`src/logic/tbc_regs.vh`:
```
// register offsets, field positions and reset values of the time base capture unit
// assumes an 8-bit register address and 4-bit register data
`ifndef TBC_REGS_VH
`define TBC_REGS_VH

// ----------------------------------------------------------------
// register offsets
// ----------------------------------------------------------------
`define TBC_OFF_CAPTURE_VALUE_ZERO 8'h0c
`define TBC_OFF_CAPTURE_VALUE_ONE 8'h0d
`define TBC_OFF_CAPTURE_CONTROL 8'h0e
`define TBC_OFF_TRIGGER_PULL 8'h10
`define TBC_OFF_INT_STATUS 8'h11
`define TBC_OFF_INT_MASK 8'h12

// ----------------------------------------------------------------
// field positions
// ----------------------------------------------------------------
`define TBC_CTL_ENABLE_LSB 0
`define TBC_CTL_FLAG_LSB 2
`define TBC_TAP_256HZ 0
`define TBC_TAP_128HZ 1
`define TBC_TAP_64HZ 2
`define TBC_TAP_32HZ 3

// ----------------------------------------------------------------
// reset values
// ----------------------------------------------------------------
`define TBC_RST_CAPTURE_VALUE 4'h0
`define TBC_RST_CAPTURE_CONTROL 4'h0
`define TBC_RST_CAPTURE_ENABLE 2'h0
`define TBC_RST_TRIGGER_PULL 2'h0
`define TBC_RST_INT_STATUS 2'h0
`define TBC_RST_INT_MASK 2'h0
`define TBC_RST_READ_DATA 4'h0

`endif

```
`src/logic/tbc_capture.v`:
```
// two-channel capture of the 32 hz to 256 hz time base taps on a pin trigger
// assumes taps and the 2 khz tick come from a time base counter on clk_sys,
// and trigger pins are asynchronous and pass a two-stage synchroniser
//
// Overview of operation
// - channel 0 flag sets on 2 khz rise if enabled and pin 0 active
// - flag 0 set closes latch 0, holding the current four tap bits
// - reading capture value zero clears flag 0
// - writing one to flag 0 captures at once, regardless of pin 0 level and of the 2 khz rise
// - clearing enable 0 while held cancels the latch
// - flag 0 or enable 0 low: capture value zero reads live taps
// - channel 1 flag sets on 2 khz rise if enabled and pin 1 active
// - flag 1 set closes latch 1, holding the current four tap bits
// - reading capture value one clears flag 1
// - writing one to flag 1 captures regardless of pin 1 level
// - flag 1 or enable 1 low: capture value one reads live taps
// - control bit 3 is flag 1, bit 2 is flag 0
// - control bit 1 enables channel 1, bit 0 channel 0; disabled never latches
// - capture bits: 3 is 32 hz, 2 is 64 hz, 1 is 128 hz, 0 is 256 hz
// - reset clears flags, enables and capture registers
`include "tbc_regs.vh"

module tbc_capture (
    // clock and reset
    input wire clk_sys,
    input wire rstn,
    // register port
    input wire [7:0] reg_addr,
    input wire [3:0] reg_wdata,
    input wire reg_wr,
    input wire reg_rd,
    output reg [3:0] reg_rdata,
    // time base
    input wire [3:0] tb_taps,
    input wire tb_tick_2khz,
    // trigger pins
    input wire trigger_pin_zero,
    input wire trigger_pin_one,
    // status
    output wire [1:0] capture_latched,
    output wire irq
);

    localparam NCH = 2;

    // ----------------------------------------------------------------
    // decode helpers
    // ----------------------------------------------------------------
    function hit;
        input [7:0] addr;
        input [7:0] offset;
        begin
            hit = (addr == offset);
        end
    endfunction

    function [7:0] value_offset;
        input integer ch;
        begin
            if (ch == 0) begin
                value_offset = `TBC_OFF_CAPTURE_VALUE_ZERO;
            end else begin
                value_offset = `TBC_OFF_CAPTURE_VALUE_ONE;
            end
        end
    endfunction

    // ----------------------------------------------------------------
    // declarations
    // ----------------------------------------------------------------
    wire [1:0] pin_sync;
    reg tick_prev;
    wire tick_rise;
    reg [1:0] enable;
    reg [1:0] flag;
    reg [1:0] pull_down;
    reg [1:0] int_status;
    reg [1:0] int_mask;
    wire [1:0] flag_set;
    wire [1:0] flag_event;
    wire [1:0] flag_clear;
    wire [1:0] latched;
    wire [3:0] view0;
    wire [3:0] view1;
    wire wr_control;
    wire wr_pull;
    wire wr_mask;
    wire rd_status;
    reg [3:0] next_rdata;

    // ----------------------------------------------------------------
    // pin synchronisation
    // ----------------------------------------------------------------
    tbc_sync #(
        .WIDTH(NCH)
    ) u_sync (
        .clk_sys(clk_sys),
        .rstn(rstn),
        .async_in({trigger_pin_one, trigger_pin_zero}),
        .sync_out(pin_sync)
    );

    // ----------------------------------------------------------------
    // 2 khz tick edge
    // ----------------------------------------------------------------
    // tick is already on clk_sys, so no synchroniser
    always @(posedge clk_sys or negedge rstn) begin
        if (!rstn) begin
            tick_prev <= 1'b0;
        end else begin
            tick_prev <= tb_tick_2khz;
        end
    end

    assign tick_rise = tb_tick_2khz & ~tick_prev;

    // ----------------------------------------------------------------
    // register strobes
    // ----------------------------------------------------------------
    assign wr_control = reg_wr & hit(reg_addr, `TBC_OFF_CAPTURE_CONTROL);
    assign wr_pull = reg_wr & hit(reg_addr, `TBC_OFF_TRIGGER_PULL);
    assign wr_mask = reg_wr & hit(reg_addr, `TBC_OFF_INT_MASK);
    assign rd_status = reg_rd & hit(reg_addr, `TBC_OFF_INT_STATUS);

    // ----------------------------------------------------------------
    // enables and pull selection
    // ----------------------------------------------------------------
    always @(posedge clk_sys or negedge rstn) begin
        if (!rstn) begin
            enable <= `TBC_RST_CAPTURE_ENABLE;
        end else if (wr_control) begin
            enable <= reg_wdata[`TBC_CTL_ENABLE_LSB +: 2];
        end
    end

    always @(posedge clk_sys or negedge rstn) begin
        if (!rstn) begin
            pull_down <= `TBC_RST_TRIGGER_PULL;
        end else if (wr_pull) begin
            pull_down <= reg_wdata[1:0];
        end
    end

    // ----------------------------------------------------------------
    // per-channel flag and hold latch
    // ----------------------------------------------------------------
    genvar ch;
    generate
        for (ch = 0; ch < NCH; ch = ch + 1) begin : g_ch
            wire pin_active;
            wire hw_set;
            wire sw_set;
            reg [3:0] hold;

            // active low with pull-up, active high with pull-down
            assign pin_active = ~(pin_sync[ch] ^ pull_down[ch]);
            assign hw_set = tick_rise & enable[ch] & pin_active;
            // writing zero to a flag bit leaves it alone
            assign sw_set = wr_control & reg_wdata[`TBC_CTL_FLAG_LSB + ch];
            assign flag_set[ch] = hw_set | sw_set;
            assign flag_clear[ch] = reg_rd & hit(reg_addr, value_offset(ch));
            assign flag_event[ch] = flag_set[ch] & ~flag[ch];

            // set wins over a read clear in the same cycle
            always @(posedge clk_sys or negedge rstn) begin
                if (!rstn) begin
                    flag[ch] <= 1'b0;
                end else if (flag_set[ch]) begin
                    flag[ch] <= 1'b1;
                end else if (flag_clear[ch]) begin
                    flag[ch] <= 1'b0;
                end
            end

            // latch closes while flag and enable are both high; dropping
            // either reopens it, so the held value tracks live taps again
            assign latched[ch] = flag[ch] & enable[ch];

            always @(posedge clk_sys or negedge rstn) begin
                if (!rstn) begin
                    hold <= `TBC_RST_CAPTURE_VALUE;
                end else if (!latched[ch]) begin
                    hold <= tb_taps;
                end
            end
        end
    endgenerate

    assign capture_latched = latched;

    // ----------------------------------------------------------------
    // read views: held value or live taps
    // ----------------------------------------------------------------
    assign view0 = latched[0] ? g_ch[0].hold : tb_taps;
    assign view1 = latched[1] ? g_ch[1].hold : tb_taps;

    // ----------------------------------------------------------------
    // interrupt status and mask
    // ----------------------------------------------------------------
    // a capture event arriving in the clearing read is kept
    always @(posedge clk_sys or negedge rstn) begin
        if (!rstn) begin
            int_status <= `TBC_RST_INT_STATUS;
        end else if (rd_status) begin
            int_status <= flag_event;
        end else begin
            int_status <= int_status | flag_event;
        end
    end

    always @(posedge clk_sys or negedge rstn) begin
        if (!rstn) begin
            int_mask <= `TBC_RST_INT_MASK;
        end else if (wr_mask) begin
            int_mask <= reg_wdata[1:0];
        end
    end

    assign irq = |(int_status & int_mask);

    // ----------------------------------------------------------------
    // read data, one cycle after the strobe
    // ----------------------------------------------------------------
    always @* begin
        next_rdata = 4'h0;
        case (reg_addr)
            `TBC_OFF_CAPTURE_VALUE_ZERO: begin
                next_rdata = view0;
            end
            `TBC_OFF_CAPTURE_VALUE_ONE: begin
                next_rdata = view1;
            end
            `TBC_OFF_CAPTURE_CONTROL: begin
                next_rdata = {flag[1], flag[0], enable[1], enable[0]};
            end
            `TBC_OFF_TRIGGER_PULL: begin
                next_rdata = {2'h0, pull_down};
            end
            `TBC_OFF_INT_STATUS: begin
                next_rdata = {2'h0, int_status};
            end
            `TBC_OFF_INT_MASK: begin
                next_rdata = {2'h0, int_mask};
            end
            default: begin
                next_rdata = 4'h0;
            end
        endcase
    end

    // data stand only in the cycle after the read strobe
    always @(posedge clk_sys or negedge rstn) begin
        if (!rstn) begin
            reg_rdata <= `TBC_RST_READ_DATA;
        end else if (reg_rd) begin
            reg_rdata <= next_rdata;
        end else begin
            reg_rdata <= 4'h0;
        end
    end

endmodule

```
`src/logic/tbc_sync.v`:
```
// two flip-flop synchroniser for a group of asynchronous levels
// assumes the inputs come from pins outside the clk_sys domain
module tbc_sync #(
    parameter WIDTH = 2
) (
    // clock and reset
    input wire clk_sys,
    input wire rstn,
    // levels
    input wire [WIDTH-1:0] async_in,
    output reg [WIDTH-1:0] sync_out
);

    // ----------------------------------------------------------------
    // two stages; the first stage feeds only the second
    // ----------------------------------------------------------------
    reg [WIDTH-1:0] meta;

    always @(posedge clk_sys or negedge rstn) begin
        // pins rest high under the pull-up chosen at reset; starting low
        // would show a false active level for two cycles after release
        if (!rstn) begin
            meta <= {WIDTH{1'h1}};
            sync_out <= {WIDTH{1'h1}};
        end else begin
            meta <= async_in;
            sync_out <= meta;
        end
    end

endmodule

```
`config.mk`:
```
export PLATFORM = sky130hd
export DESIGN_NAME = tbc_capture
export DESIGN_NICKNAME = d
export VERILOG_FILES = /design/src/logic/tbc_capture.v /design/src/logic/tbc_sync.v
export VERILOG_INCLUDE_DIRS = /design/src /design/src/logic
export SDC_FILE = /design/constraint.sdc
export NUM_CORES = 1
export LEC_CHECK = 0
export BUFFER_PORTS_ARGS = -buffer_cell sky130_fd_sc_hd__buf_4
export CAP_MARGIN = 20
export CORE_UTILIZATION = 45
export CTS_BUF_LIST = sky130_fd_sc_hd__clkbuf_8 sky130_fd_sc_hd__clkbuf_16
export CTS_CLUSTER_DIAMETER = 200
export CTS_CLUSTER_SIZE = 25
export DETAILED_ROUTE_END_ITERATION = 8
export PLACE_DENSITY_LB_ADDON = 0.08
export SLEW_MARGIN = 20
export SYNTH_ARGS = -nofsm -noshare
export SYNTH_HDL_FRONTEND = slang
export SYNTH_SLANG_ARGS = --single-unit
```
`constraint.sdc`:
```
create_clock -name clk_sys -period 4 [get_ports clk_sys]
set_input_delay 0.4 -clock clk_sys [delete_from_list [all_inputs] [get_ports clk_sys]]
set_output_delay 0.4 -clock clk_sys [all_outputs]
set_load 0.02 [all_outputs]
```
==> results of run 1 <==
[report_power, final]
part           internal [uW]  switching, uW  total [uW]
registers                289           11.0         300
logic                   35.1           29.2        64.3
clock network           69.7           80.6         150
[stage by stage]
step                      setup WS [ps]    util  instance area, sq um  hold slack [ps]
after CTS                          2367  0.6032                  1521            30.59
after global routing               2325  0.6032                  1521            44.41
after detailed placement           2070  0.5848                  1475            331.6
after floorplan                    2325       -                  1231            104.4
after global placement             2107  0.5848                  1475            327.0
final                              2357  0.6032                  1521            26.44
[worst paths after layout]
path / start / endpoint / slack, ps / depth (start not counted)
setup reg to reg: enable[1] / reg_rdata[0] / 2560 / 4
min in group clk_sys: trigger_pin_zero / u_sync.meta[0] / 230 / 1
hold reg to reg: u_sync.meta[0] / u_sync.sync_out[0] / 360 / 0
max in group asynchronous: rstn / u_sync.meta[0] / 3670 / 1
hold / removal: rstn / g_ch[1].hold[0] / 30 / 1
setup / recovery: reg_addr[5] / pull_down[1] / 2360 / 5
[cell type report]
cell class | count | area, sq um
tap | 30 | 37.54
inverter | 5 | 18.77
clock buffer | 3 | 41.29
multi-input combinational | 66 | 520.5
sequential | 27 | 680.7
fill | 220 | 1001
timing repair buffer | 29 | 217.7
clock inverter | 1 | 5.005
[critical path, cell delays in order]
cell and delay (ps):
sky130_fd_sc_hd__buf_4 110, sky130_fd_sc_hd__or3_4 410, sky130_fd_sc_hd__nor4b_4 380, sky130_fd_sc_hd__nand3_1 200, sky130_fd_sc_hd__mux2_2 310
[registers in the layout, indices dropped and copies added, names as in the netlist]
register	count
tick_prev	1
flag	2
int_mask	2
u_sync.sync_out	2
pull_down	2
u_sync.meta	2
enable	2
int_status	2
reg_rdata	4
g_ch.hold	8
[cells by family after synthesis]
kind of cell / synth area share
multiplexers: 0.1443
XOR/XNOR: 0.01423
flip-flops: 0.5528
buffers and inverters: 0.02439
AND/OR/NAND/NOR: 0.1392
AO/OA/AOI/OAI: 0.1250
[routing by layer]
| layer | share of wire | vias to the layer above | global-route usage |
|---|---|---|---|
| met2 | 0.51 | 26 | 0.2825 |
| met1 | 0.44 | 442 | 0.2269 |
| met3 | 0.039 | 6 | 0.05278 |
| li1 | - | 432 | - |
| met5 | 0 | - | 0 |
| met4 | 0.016 | 0 | 0.08547 |
[Yosys cell counts]
| cell | n |
|---|---|
| sky130_fd_sc_hd__a22o_1 | 1 |
| sky130_fd_sc_hd__a32oi_1 | 4 |
| sky130_fd_sc_hd__a22oi_1 | 1 |
| sky130_fd_sc_hd__a21oi_1 | 2 |
| sky130_fd_sc_hd__or3_4 | 1 |
| sky130_fd_sc_hd__a2bb2oi_1 | 1 |
| sky130_fd_sc_hd__a21o_1 | 1 |
| sky130_fd_sc_hd__nor3_1 | 1 |
| sky130_fd_sc_hd__o2bb2ai_1 | 2 |
| sky130_fd_sc_hd__mux2i_1 | 2 |
| sky130_fd_sc_hd__xnor2_1 | 2 |
| sky130_fd_sc_hd__nand4_1 | 2 |
| sky130_fd_sc_hd__nand3_1 | 4 |
| sky130_fd_sc_hd__o21ai_0 | 2 |
| sky130_fd_sc_hd__a31o_2 | 1 |
| sky130_fd_sc_hd__o211ai_1 | 4 |
| sky130_fd_sc_hd__inv_1 | 5 |
| sky130_fd_sc_hd__nor2b_1 | 3 |
| sky130_fd_sc_hd__nor2_1 | 5 |
| sky130_fd_sc_hd__dfstp_2 | 4 |
| sky130_fd_sc_hd__a21bo_2 | 1 |
| sky130_fd_sc_hd__and2_1 | 2 |
| sky130_fd_sc_hd__or4_2 | 1 |
| sky130_fd_sc_hd__mux2_2 | 14 |
| sky130_fd_sc_hd__nand2_1 | 5 |
| sky130_fd_sc_hd__dfrtp_1 | 23 |
| sky130_fd_sc_hd__nor4b_4 | 1 |
| sky130_fd_sc_hd__nand3b_1 | 2 |
| sky130_fd_sc_hd__clkbuf_1 | 3 |
| sky130_fd_sc_hd__and3_1 | 1 |
[layout by cell type (no fill, tap or decap), types with 2 or more instances in the layout]
cell type	count
sky130_fd_sc_hd__nand4_1	2
sky130_fd_sc_hd__dfstp_2	4
sky130_fd_sc_hd__o2bb2ai_1	2
sky130_fd_sc_hd__nand2_1	5
sky130_fd_sc_hd__and2_1	2
sky130_fd_sc_hd__dfrtp_1	23
sky130_fd_sc_hd__nand3b_1	2
sky130_fd_sc_hd__mux2i_1	2
sky130_fd_sc_hd__nor2_1	5
sky130_fd_sc_hd__nand3_1	4
sky130_fd_sc_hd__o21ai_0	2
sky130_fd_sc_hd__a21oi_1	2
sky130_fd_sc_hd__clkbuf_8	3
sky130_fd_sc_hd__xnor2_1	2
sky130_fd_sc_hd__a32oi_1	4
sky130_fd_sc_hd__mux2_2	14
sky130_fd_sc_hd__buf_4	29
sky130_fd_sc_hd__o211ai_1	4
sky130_fd_sc_hd__inv_1	5
sky130_fd_sc_hd__nor2b_1	3
==> run_results.csv, run 1 <==
group,metric,value,unit
outcome,outcome,"finished, final reports clean",
synthesis,count_of_different_cell_masters_after_synthesis,30,
floorplanning,floorplan.initialDensity,0.4881,
critical_path,worst_path_class_setup,"in -> reg",
synthesis,ys_ff_latch,27,
clock_tree,cts_buf_count,3,
clock_tree,cts.path.max_buffers,2,
clock_tree,tritoncts,"done",
sta,worst_clock_skew,2.633,ps
power_and_ir_drop,p_leak,0.0007121,uW
floorplanning,dieArea,0.002949,sq mm
synthesis,synthTopCellsByArea,"sky130_fd_sc_hd__dfrtp_1, sky130_fd_sc_hd__mux2_2, sky130_fd_sc_hd__dfstp_2",
sta,final-max-slew-violation-count,0,
synthesis,ys_warn_count,0,
placement,place.detailed.instances,157,
floorplanning,boundaryPins,30,
drt,dr_total_vias,906,
drt,drt_drc,0,
power_and_ir_drop,total_power,515.0,uW
sta,setup-tns-final,0,ps
clock_tree,ctsHtreeMaxLevel,1,
critical_path,cp_data_arrival_time,1800,ps
clock_tree,postCtsSetupBuffers,0,
clock_tree,cts_clk_pin_slew_worst_paths,90,ps
critical_path,path_max_fanout,5,
drt,vias_per_cell,5.627,
drt,drt_first_pass_iters,4,
synthesis,yosysSeqAreaShare,0.5528,
synthesis,synth_largest_type_area_fraction,0.4675,
grt,grt_start_max_net_pins,28,
min_path,worst_hold_path_type,"in -> async",
sta,clock.fmax,608.7,MHz
clock_tree,clockRootBuffer,"sky130_fd_sc_hd__clkbuf_8",
synthesis,synth_top_area_cell,"sky130_fd_sc_hd__dfrtp_1",
drt,wire_per_inst,15.00,microns
synthesis,mappedNetlistNets,124,
cells_and_area,nets,155,
floorplanning,die_h,54.31,microns
drt,final_antenna_net_count,0,
floorplanning,placementRows,18,
critical_path,start_kind,"input port",
critical_path,critPathCaptureType,"register",
critical_path,critPathRequiredTime,4160,ps
floorplanning,core_area,0.002522,sq mm
clock_tree,cts_hold_buf,0,
sta,rsz0062_at_grt,"no",
floorplanning,chipWidth,54.31,microns
clock_tree,post_cts_resized,0,
cells_and_area,final_layout_size_suffix_gt1_frac,0.4275,
cells_and_area,final_cells,161,
sta,tightest_slew,534.2,ps
placement,routabilityCongestion,0.7892,
placement,buffer_ports.inserted,29,
clock_tree,clock_insertion_delay_worst_skew,270,ps
synthesis,syn_area_per_cell,12.19,sq um
power_and_ir_drop,ir_drop,0.3325,mV
placement,dp_hpwl,1866,microns
job,max-cap-violations,0,
synthesis,summed_instance_area_of_the_synthesized_netlist,0.001231,sq mm
grt,grt_overflow_total,0,
power_and_ir_drop,power.density,338.5,mW/mm^2
grt,first_global_vias,825,
grt,grt_first_pass_wirelength,3643,microns
cells_and_area,area_growth_syn_to_layout,23.58,%
sta,timing.final.setup_violations,0,
grt,globalRouteTotalUtil,0.1804,
clock_tree,tritoncts_num_sinks,27,
synthesis,gate_count_post_synth,101,
sta,post_layout_minimum_cycle_time,1643,ps
sta,min_period_over_period,0.4107,
drt,detail_route.wirelength,2415,microns
sta,slew_headroom,0.6432,
grt,antenna_found_initial,0,
cells_and_area,antenna_cells_inserted,0,
sta,hold_viol,0,
drt,drt_iter0_markers,18,
No activity file was read; power rests on OpenSTA's default activity.
==> run 2, diff against run 1 <==
ABC_AREA = 1   (was not set)
clock period = 1.4 ns   (was 4 ns; I/O delays follow)
==> run_results.csv, run 2 <==
group,metric,value,unit
outcome,outcome,"finished, violations left",
outcome,failed_checks,"DRC",
power_and_ir_drop,ir_drop,0.5729,mV
synthesis,count_of_different_cell_masters_after_synthesis,23,
synthesis,gate_count_post_synth,174,
grt,grt_start_max_net_pins,28,
clock_tree,tritoncts,"done",
clock_tree,cts_hold_buf,4,
clock_tree,cts_buf_count,3,
synthesis,synth_common_cells,"sky130_fd_sc_hd__nand2_1, sky130_fd_sc_hd__dfrtp_1, sky130_fd_sc_hd__inv_1, sky130_fd_sc_hd__nor2_1, sky130_fd_sc_hd__nand3_1",
clock_tree,clock_insertion_delay_worst_skew,280,ps
grt,globalRouteTotalUtil,0.1990,
sta,setup-tns-final,0,ps
placement,dp_hpwl,2231,microns
sta,rsz0062_at_grt,"no",
critical_path,worstPathCellList,"nand2_1 > inv_1 > buf_4",
synthesis,ys_warn_count,0,
critical_path,critPathRequiredTime,1260,ps
synthesis,synth_top_area_cell,"sky130_fd_sc_hd__dfrtp_1",
clock_tree,clockRootBuffer,"sky130_fd_sc_hd__clkbuf_8",
cells_and_area,nets,235,
cells_and_area,layout.cells.most_common_list,"sky130_fd_sc_hd__nand2_1, sky130_fd_sc_hd__buf_4, sky130_fd_sc_hd__dfrtp_1, sky130_fd_sc_hd__inv_1, sky130_fd_sc_hd__nor2_1",
clock_tree,postCtsSetupBuffers,0,
grt,grt_first_pass_wirelength,5023,microns
floorplanning,dieArea,0.003275,sq mm
clock_tree,tritoncts_num_sinks,27,
sta,hold_viol,0,
floorplanning,boundaryPins,30,
sta,tightest_slew,339.6,ps
sta,clock.fmax,768.1,MHz
sta,final-max-slew-violation-count,0,
clock_tree,ctsHtreeMaxLevel,1,
synthesis,synth_enable_flop_cells,0,
cells_and_area,area_growth_syn_to_layout,25.16,%
drt,dr_total_vias,1216,
floorplanning,placementRows,19,
floorplanning,die_h,57.23,microns
floorplanning,floorplan.initialDensity,0.4852,
synthesis,ys_ff_latch,27,
floorplanning,chipWidth,57.23,microns
clock_tree,post_cts_resized,0,
critical_path,worst_path_class_setup,"reg -> out",
drt,drt_iter0_markers,46,
job,max-cap-violations,0,
synthesis,synth_top_flop_cell,"sky130_fd_sc_hd__dfrtp_1",
synthesis,syn_area_per_cell,7.888,sq um
sta,slew_headroom,0.7736,
power_and_ir_drop,p_leak,0.0008763,uW
cells_and_area,final_common_cell,"sky130_fd_sc_hd__nand2_1",
critical_path,start_kind,"register",
sta,timing.final.setup_violations,0,
cells_and_area,largest_register_ffs,8,
drt,drt_drc,4,
synthesis,asyncSetResetFlopFracSynth,1.000,
critical_path,reg2reg_slack,170,ps
sta,min_period_over_period,0.9299,
synthesis,mappedNetlistNets,197,
power_and_ir_drop,power.density,870.2,mW/mm^2
sta,worst_clock_skew,0.8510,ps
clock_tree,cts.path.max_buffers,2,
cells_and_area,register_with_the_highest_flop_count,"g_ch.hold",
drt,wire_per_inst,11.67,microns
drt,vias_per_cell,5.025,
clock_tree,cts_clk_pin_slew_worst_paths,90,ps
cells_and_area,final_layout_size_suffix_gt1_frac,0.2701,
critical_path,worst_setup_path_endpoint,"capture_latched[0]",
cells_and_area,utilization_of_the_core_after_routing,0.6073,
critical_path,path_max_fanout,7,
cells_and_area,filler_cell_count,266,
cells_and_area,antenna_cells_inserted,0,
critical_path,critPathCaptureType,"primary output",
synthesis,synth_largest_type_area_fraction,0.4193,
critical_path,r2r_startpoint,"enable[0]",
min_path,worst_hold_path_type,"in -> reg",
placement,buffer_ports.inserted,29,
critical_path,worstRegToRegCells,8,
drt,final_antenna_net_count,0,
cells_and_area,registers_with_the_highest_flip_flop_counts,"g_ch.hold x8, reg_rdata x4",
critical_path,max_stage_delay,420,ps
critical_path,worstReg2RegEnd,"reg_rdata[1]",
critical_path,cp_data_arrival_time,1160,ps
synthesis,summed_instance_area_of_the_synthesized_netlist,0.001373,sq mm
grt,antenna_found_initial,0,
synthesis,synthTopCellsByArea,"sky130_fd_sc_hd__dfrtp_1, sky130_fd_sc_hd__nand2_1, sky130_fd_sc_hd__dfstp_2",
drt,detail_route.wirelength,2823,microns
synthesis,synth_most_common_cell,"sky130_fd_sc_hd__nand2_1",
sta,post_layout_minimum_cycle_time,1302,ps
placement,routabilityCongestion,0.8265,
critical_path,critPathLaunch,"enable[0]",
synthesis,yosysSeqAreaShare,0.4959,
grt,first_global_vias,1197,
floorplanning,core_area,0.002829,sq mm
drt,drt_first_pass_iters,7,
grt,grt_overflow_total,0,
critical_path,timing.critical_path.slowest_stage_cell,"sky130_fd_sc_hd__dfrtp_1",
[run 2: worst min path at each step]
stage / startpoint / slack [ps] / to / cells after the start
2_1_floorplan: rstn / -160 / enable[0] / 0
3_3_place_gp: rstn / 70 / reg_rdata[0] / 1
3_5_place_dp: rstn / 70 / g_ch[0].hold[0] / 1
4_1_cts: tb_taps[1] / 100 / g_ch[1].hold[1] / 3
5_1_grt: tb_taps[0] / 110 / g_ch[0].hold[0] / 3
6_report: tb_taps[0] / 100 / g_ch[0].hold[0] / 3
[run 2: area by class of cell]
type / instances / area (sq um) / area share
Clock inverter: 1 / 7.507 / 0.004370
Tap cell: 31 / 38.79 / 0.02258
Sequential cell: 27 / 680.7 / 0.3962
Inverter: 25 / 93.84 / 0.05462
Multi-Input combinational cell: 122 / 598.1 / 0.3481
Clock buffer: 3 / 41.29 / 0.02403
Timing Repair Buffer: 33 / 257.7 / 0.1500
[run 2: critical path: cells and delay by family, from the launching register on]
family / cells / cell delay [ps]
buffers and inverters: 2 / 280
DFF: 1 / 420
and+or+nand+nor: 1 / 180
[run 2: layer usage]
metal	wire length, microns	vias to the layer above	track usage
met5	0	-	0
li1	-	612	-
met3	94	6	0.04308
met4	46	0	0.07317
met1	1269	571	0.2430
met2	1412	27	0.3462
[run 2: cells by family (layout without fill, tap and decap cells)]
logic type / count (synthesis) / count (layout) / share of synthesized area
simple gates: 103 / 103 / 0.3519
flops: 27 / 27 / 0.4959
compound gates: 17 / 17 / 0.07110
buf+inv: 25 / 62 / 0.06837
xor+xnor: 2 / 2 / 0.01276
[run 2: per-stage QoR]
stage                     setup slack [ps]  hold slack, ps  area, sq um  instances  power [uW]
final                                98.14           98.28         1718        242        1495
after global routing                 16.20           106.4         1718        242        1565
after CTS                            93.53           100.3         1718        242        1506
after detailed placement             177.3           69.36         1629        234        1042
after global placement               256.3           65.54         1629        234        1037
after floorplan                      244.7          -155.6         1373        174       939.8
[run 2: power breakdown]
group          leakage, uW  internal, uW  switching [uW]
sequential        0.000332           820            20.3
clock            0.0000217           203             259
combinational     0.000523          86.7             106
total             0.000876          1110             385
==> run 3, diff against run 2 <==
BUFFER_PORTS_ARGS = not set   (was -buffer_cell sky130_fd_sc_hd__buf_4)
DONT_BUFFER_PORTS = 1   (was not set)
RECOVER_POWER = 100   (was not set)
==> run_results.csv, run 3 (synthesized netlist as in run 2, its figures left out) <==
group,metric,value,unit
drt,final_antenna_net_count,0,
sta,rsz0062_at_grt,"no",
critical_path,cp_data_arrival_time,1450,ps
drt,wire_per_inst,12.27,microns
cells_and_area,final_layout_size_suffix_gt1_frac,0.1405,
power_and_ir_drop,power.density,930.3,mW/mm^2
clock_tree,tritoncts_num_sinks,27,
cells_and_area,layout.cells.most_common_list,"sky130_fd_sc_hd__nand2_1, sky130_fd_sc_hd__inv_1, sky130_fd_sc_hd__dfrtp_1, sky130_fd_sc_hd__nor2_1, sky130_fd_sc_hd__nand3_1",
grt,first_global_vias,1132,
clock_tree,cts_clk_pin_slew_worst_paths,90,ps
power_and_ir_drop,switchingPower,330.7,uW
power_and_ir_drop,p_leak,0.0007451,uW
outcome,outcome,"finished, violations left",
cells_and_area,final_common_cell,"sky130_fd_sc_hd__nand2_1",
power_and_ir_drop,clkPwrFrac,0.303,
sta,tightest_slew,635.9,ps
outcome,failed_checks,"DRC",
grt,grt_overflow_total,0,
floorplanning,placementRows,19,
sta,min_period_over_period,0.8920,
sta,hold_viol,0,
floorplanning,boundaryPins,30,
cells_and_area,nets,209,
sta,timing.final.setup_violations,0,
sta,setup-tns-final,0,ps
grt,antenna_found_initial,0,
floorplanning,dieArea,0.003275,sq mm
min_path,worst_hold_path_type,"in -> reg",
clock_tree,clock_insertion_delay_worst_skew,270,ps
floorplanning,floorplan.initialDensity,0.4852,
floorplanning,core_area,0.002829,sq mm
drt,dr_total_vias,1075,
sta,final-max-slew-violation-count,0,
clock_tree,ctsHtreeMaxLevel,1,
clock_tree,cts.path.max_buffers,2,
drt,drt_first_pass_iters,6,
critical_path,critPathRequiredTime,1610,ps
job,max-cap-violations,0,
cells_and_area,utilization_of_the_core_after_routing,0.5299,
sta,slew_headroom,0.5760,
placement,routabilityCongestion,0.7851,
placement,dp_hpwl,2138,microns
sta,post_layout_minimum_cycle_time,1249,ps
clock_tree,clockRootBuffer,"sky130_fd_sc_hd__clkbuf_8",
critical_path,worst_path_class_setup,"reg -> reg",
cells_and_area,area_growth_syn_to_layout,9.207,%
drt,vias_per_cell,4.977,
power_and_ir_drop,p_comb_frac,0.094,
drt,detail_route.wirelength,2650,microns
sta,clock.fmax,800.7,MHz
cells_and_area,registers_with_the_highest_flip_flop_counts,"g_ch.hold x8, reg_rdata x4",
critical_path,start_kind,"register",
cells_and_area,register_with_the_highest_flop_count,"g_ch.hold",
grt,grt_first_pass_wirelength,4678,microns
grt,globalRouteTotalUtil,0.1859,
floorplanning,chipWidth,57.23,microns
critical_path,critPathCaptureType,"register",
power_and_ir_drop,reg_power_frac,0.603,
cells_and_area,antenna_cells_inserted,0,
floorplanning,die_h,57.23,microns
clock_tree,tritoncts,"done",
drt,drt_drc,4,
drt,drt_iter0_markers,47,
sta,worst_clock_skew,3.472,ps
power_and_ir_drop,design_internal_power,1064,uW
power_and_ir_drop,sw_frac_of_total,0.2371,
clock_tree,cts_buf_count,3,
critical_path,path_max_fanout,7,
grt,grt_start_max_net_pins,28,
placement,buffer_ports.inserted,0,
power_and_ir_drop,ir_drop,0.5056,mV
cells_and_area,largest_register_ffs,8,
==> run 3: cell types whose count changed in the layout (fill, tap and decap cells not counted), sizes merged <==
| cell | change |
|---|---|
| clkinvlp | -1 |
| buf | -29 |
| inv | +1 |
| clkbuf | +3 |
==> run 3: worst max-delay path, stage by stage (launching register included) <==
cell and delay [ps]:
sky130_fd_sc_hd__dfrtp_1 430, sky130_fd_sc_hd__nand2_2 100, sky130_fd_sc_hd__inv_2 170, sky130_fd_sc_hd__nand2_1 70
sky130_fd_sc_hd__o21ai_1 120, sky130_fd_sc_hd__nand2_1 70, sky130_fd_sc_hd__o21ai_0 70, sky130_fd_sc_hd__nor2_1 50
sky130_fd_sc_hd__nor2_1 100
==> run 3: area by class of cell <==
class                      instances  area, sq um
clock buffer                       3        41.29
inverter                          25        93.84
fill                             280         1330
timing repair buffer               7        53.80
tap                               31        38.79
sequential                        27        680.7
multi-input combinational        122        586.8
clock inverter                     1        3.754
==> run 3: what timing repair did <==
item | CTS | global route
hold buffers | 5 | 0
hold endpoints to repair | 30 | 0
gates resized for setup | 0 | 0
setup buffers | 0 | 0
==> run 3: power by group through the flow <==
stage	logic (uW)	clock network, uW	registers (uW)
3_3_place_gp	108	0	856
4_1_cts	143	436	840
6_report	131	423	841
3_5_place_dp	111	0	856
5_1_grt	154	461	843
2_1_floorplan	89.3	0	850
==> run 3: worst paths after layout <==
| path | startpoint | endpoint | slack [ps] | depth (start not counted) |
|---|---|---|---|---|
| max in group asynchronous | rstn | int_status[0] | 550 | 2 |
| worst min register to register | u_sync.meta[1] | u_sync.sync_out[1] | 360 | 0 |
| worst max-delay path | enable[1] | reg_rdata[3] | 150 | 8 |
| worst max register to register | enable[1] | reg_rdata[3] | 150 | 8 |
| min in group asynchronous | rstn | reg_rdata[1] | 430 | 2 |
| worst min-delay path | reg_rd | reg_rdata[2] | 3 | 2 |
==> run 3: stage by stage <==
stage	hold slack, ps	instance area [sq um]	total power [uW]	cells	setup WS, ps
2_1_floorplan	-155.6	1373	939.8	174	244.7
3_3_place_gp	-155.1	1426	963.9	207	162.0
3_5_place_dp	-155.1	1426	967.1	207	166.0
4_1_cts	0.4620	1531	1419	216	147.7
5_1_grt	1.814	1499	1458	216	14.89
6_report	3.075	1499	1394	216	151.2
==> run 3: routing by layer <==
metal | GRT usage | part of all wire | up-vias
met5 | 0 | 0 | -
met4 | 0.04530 | 0.014 | 0
met3 | 0.04762 | 0.049 | 6
met2 | 0.3378 | 0.48 | 28
met1 | 0.2196 | 0.45 | 485
li1 | - | - | 556
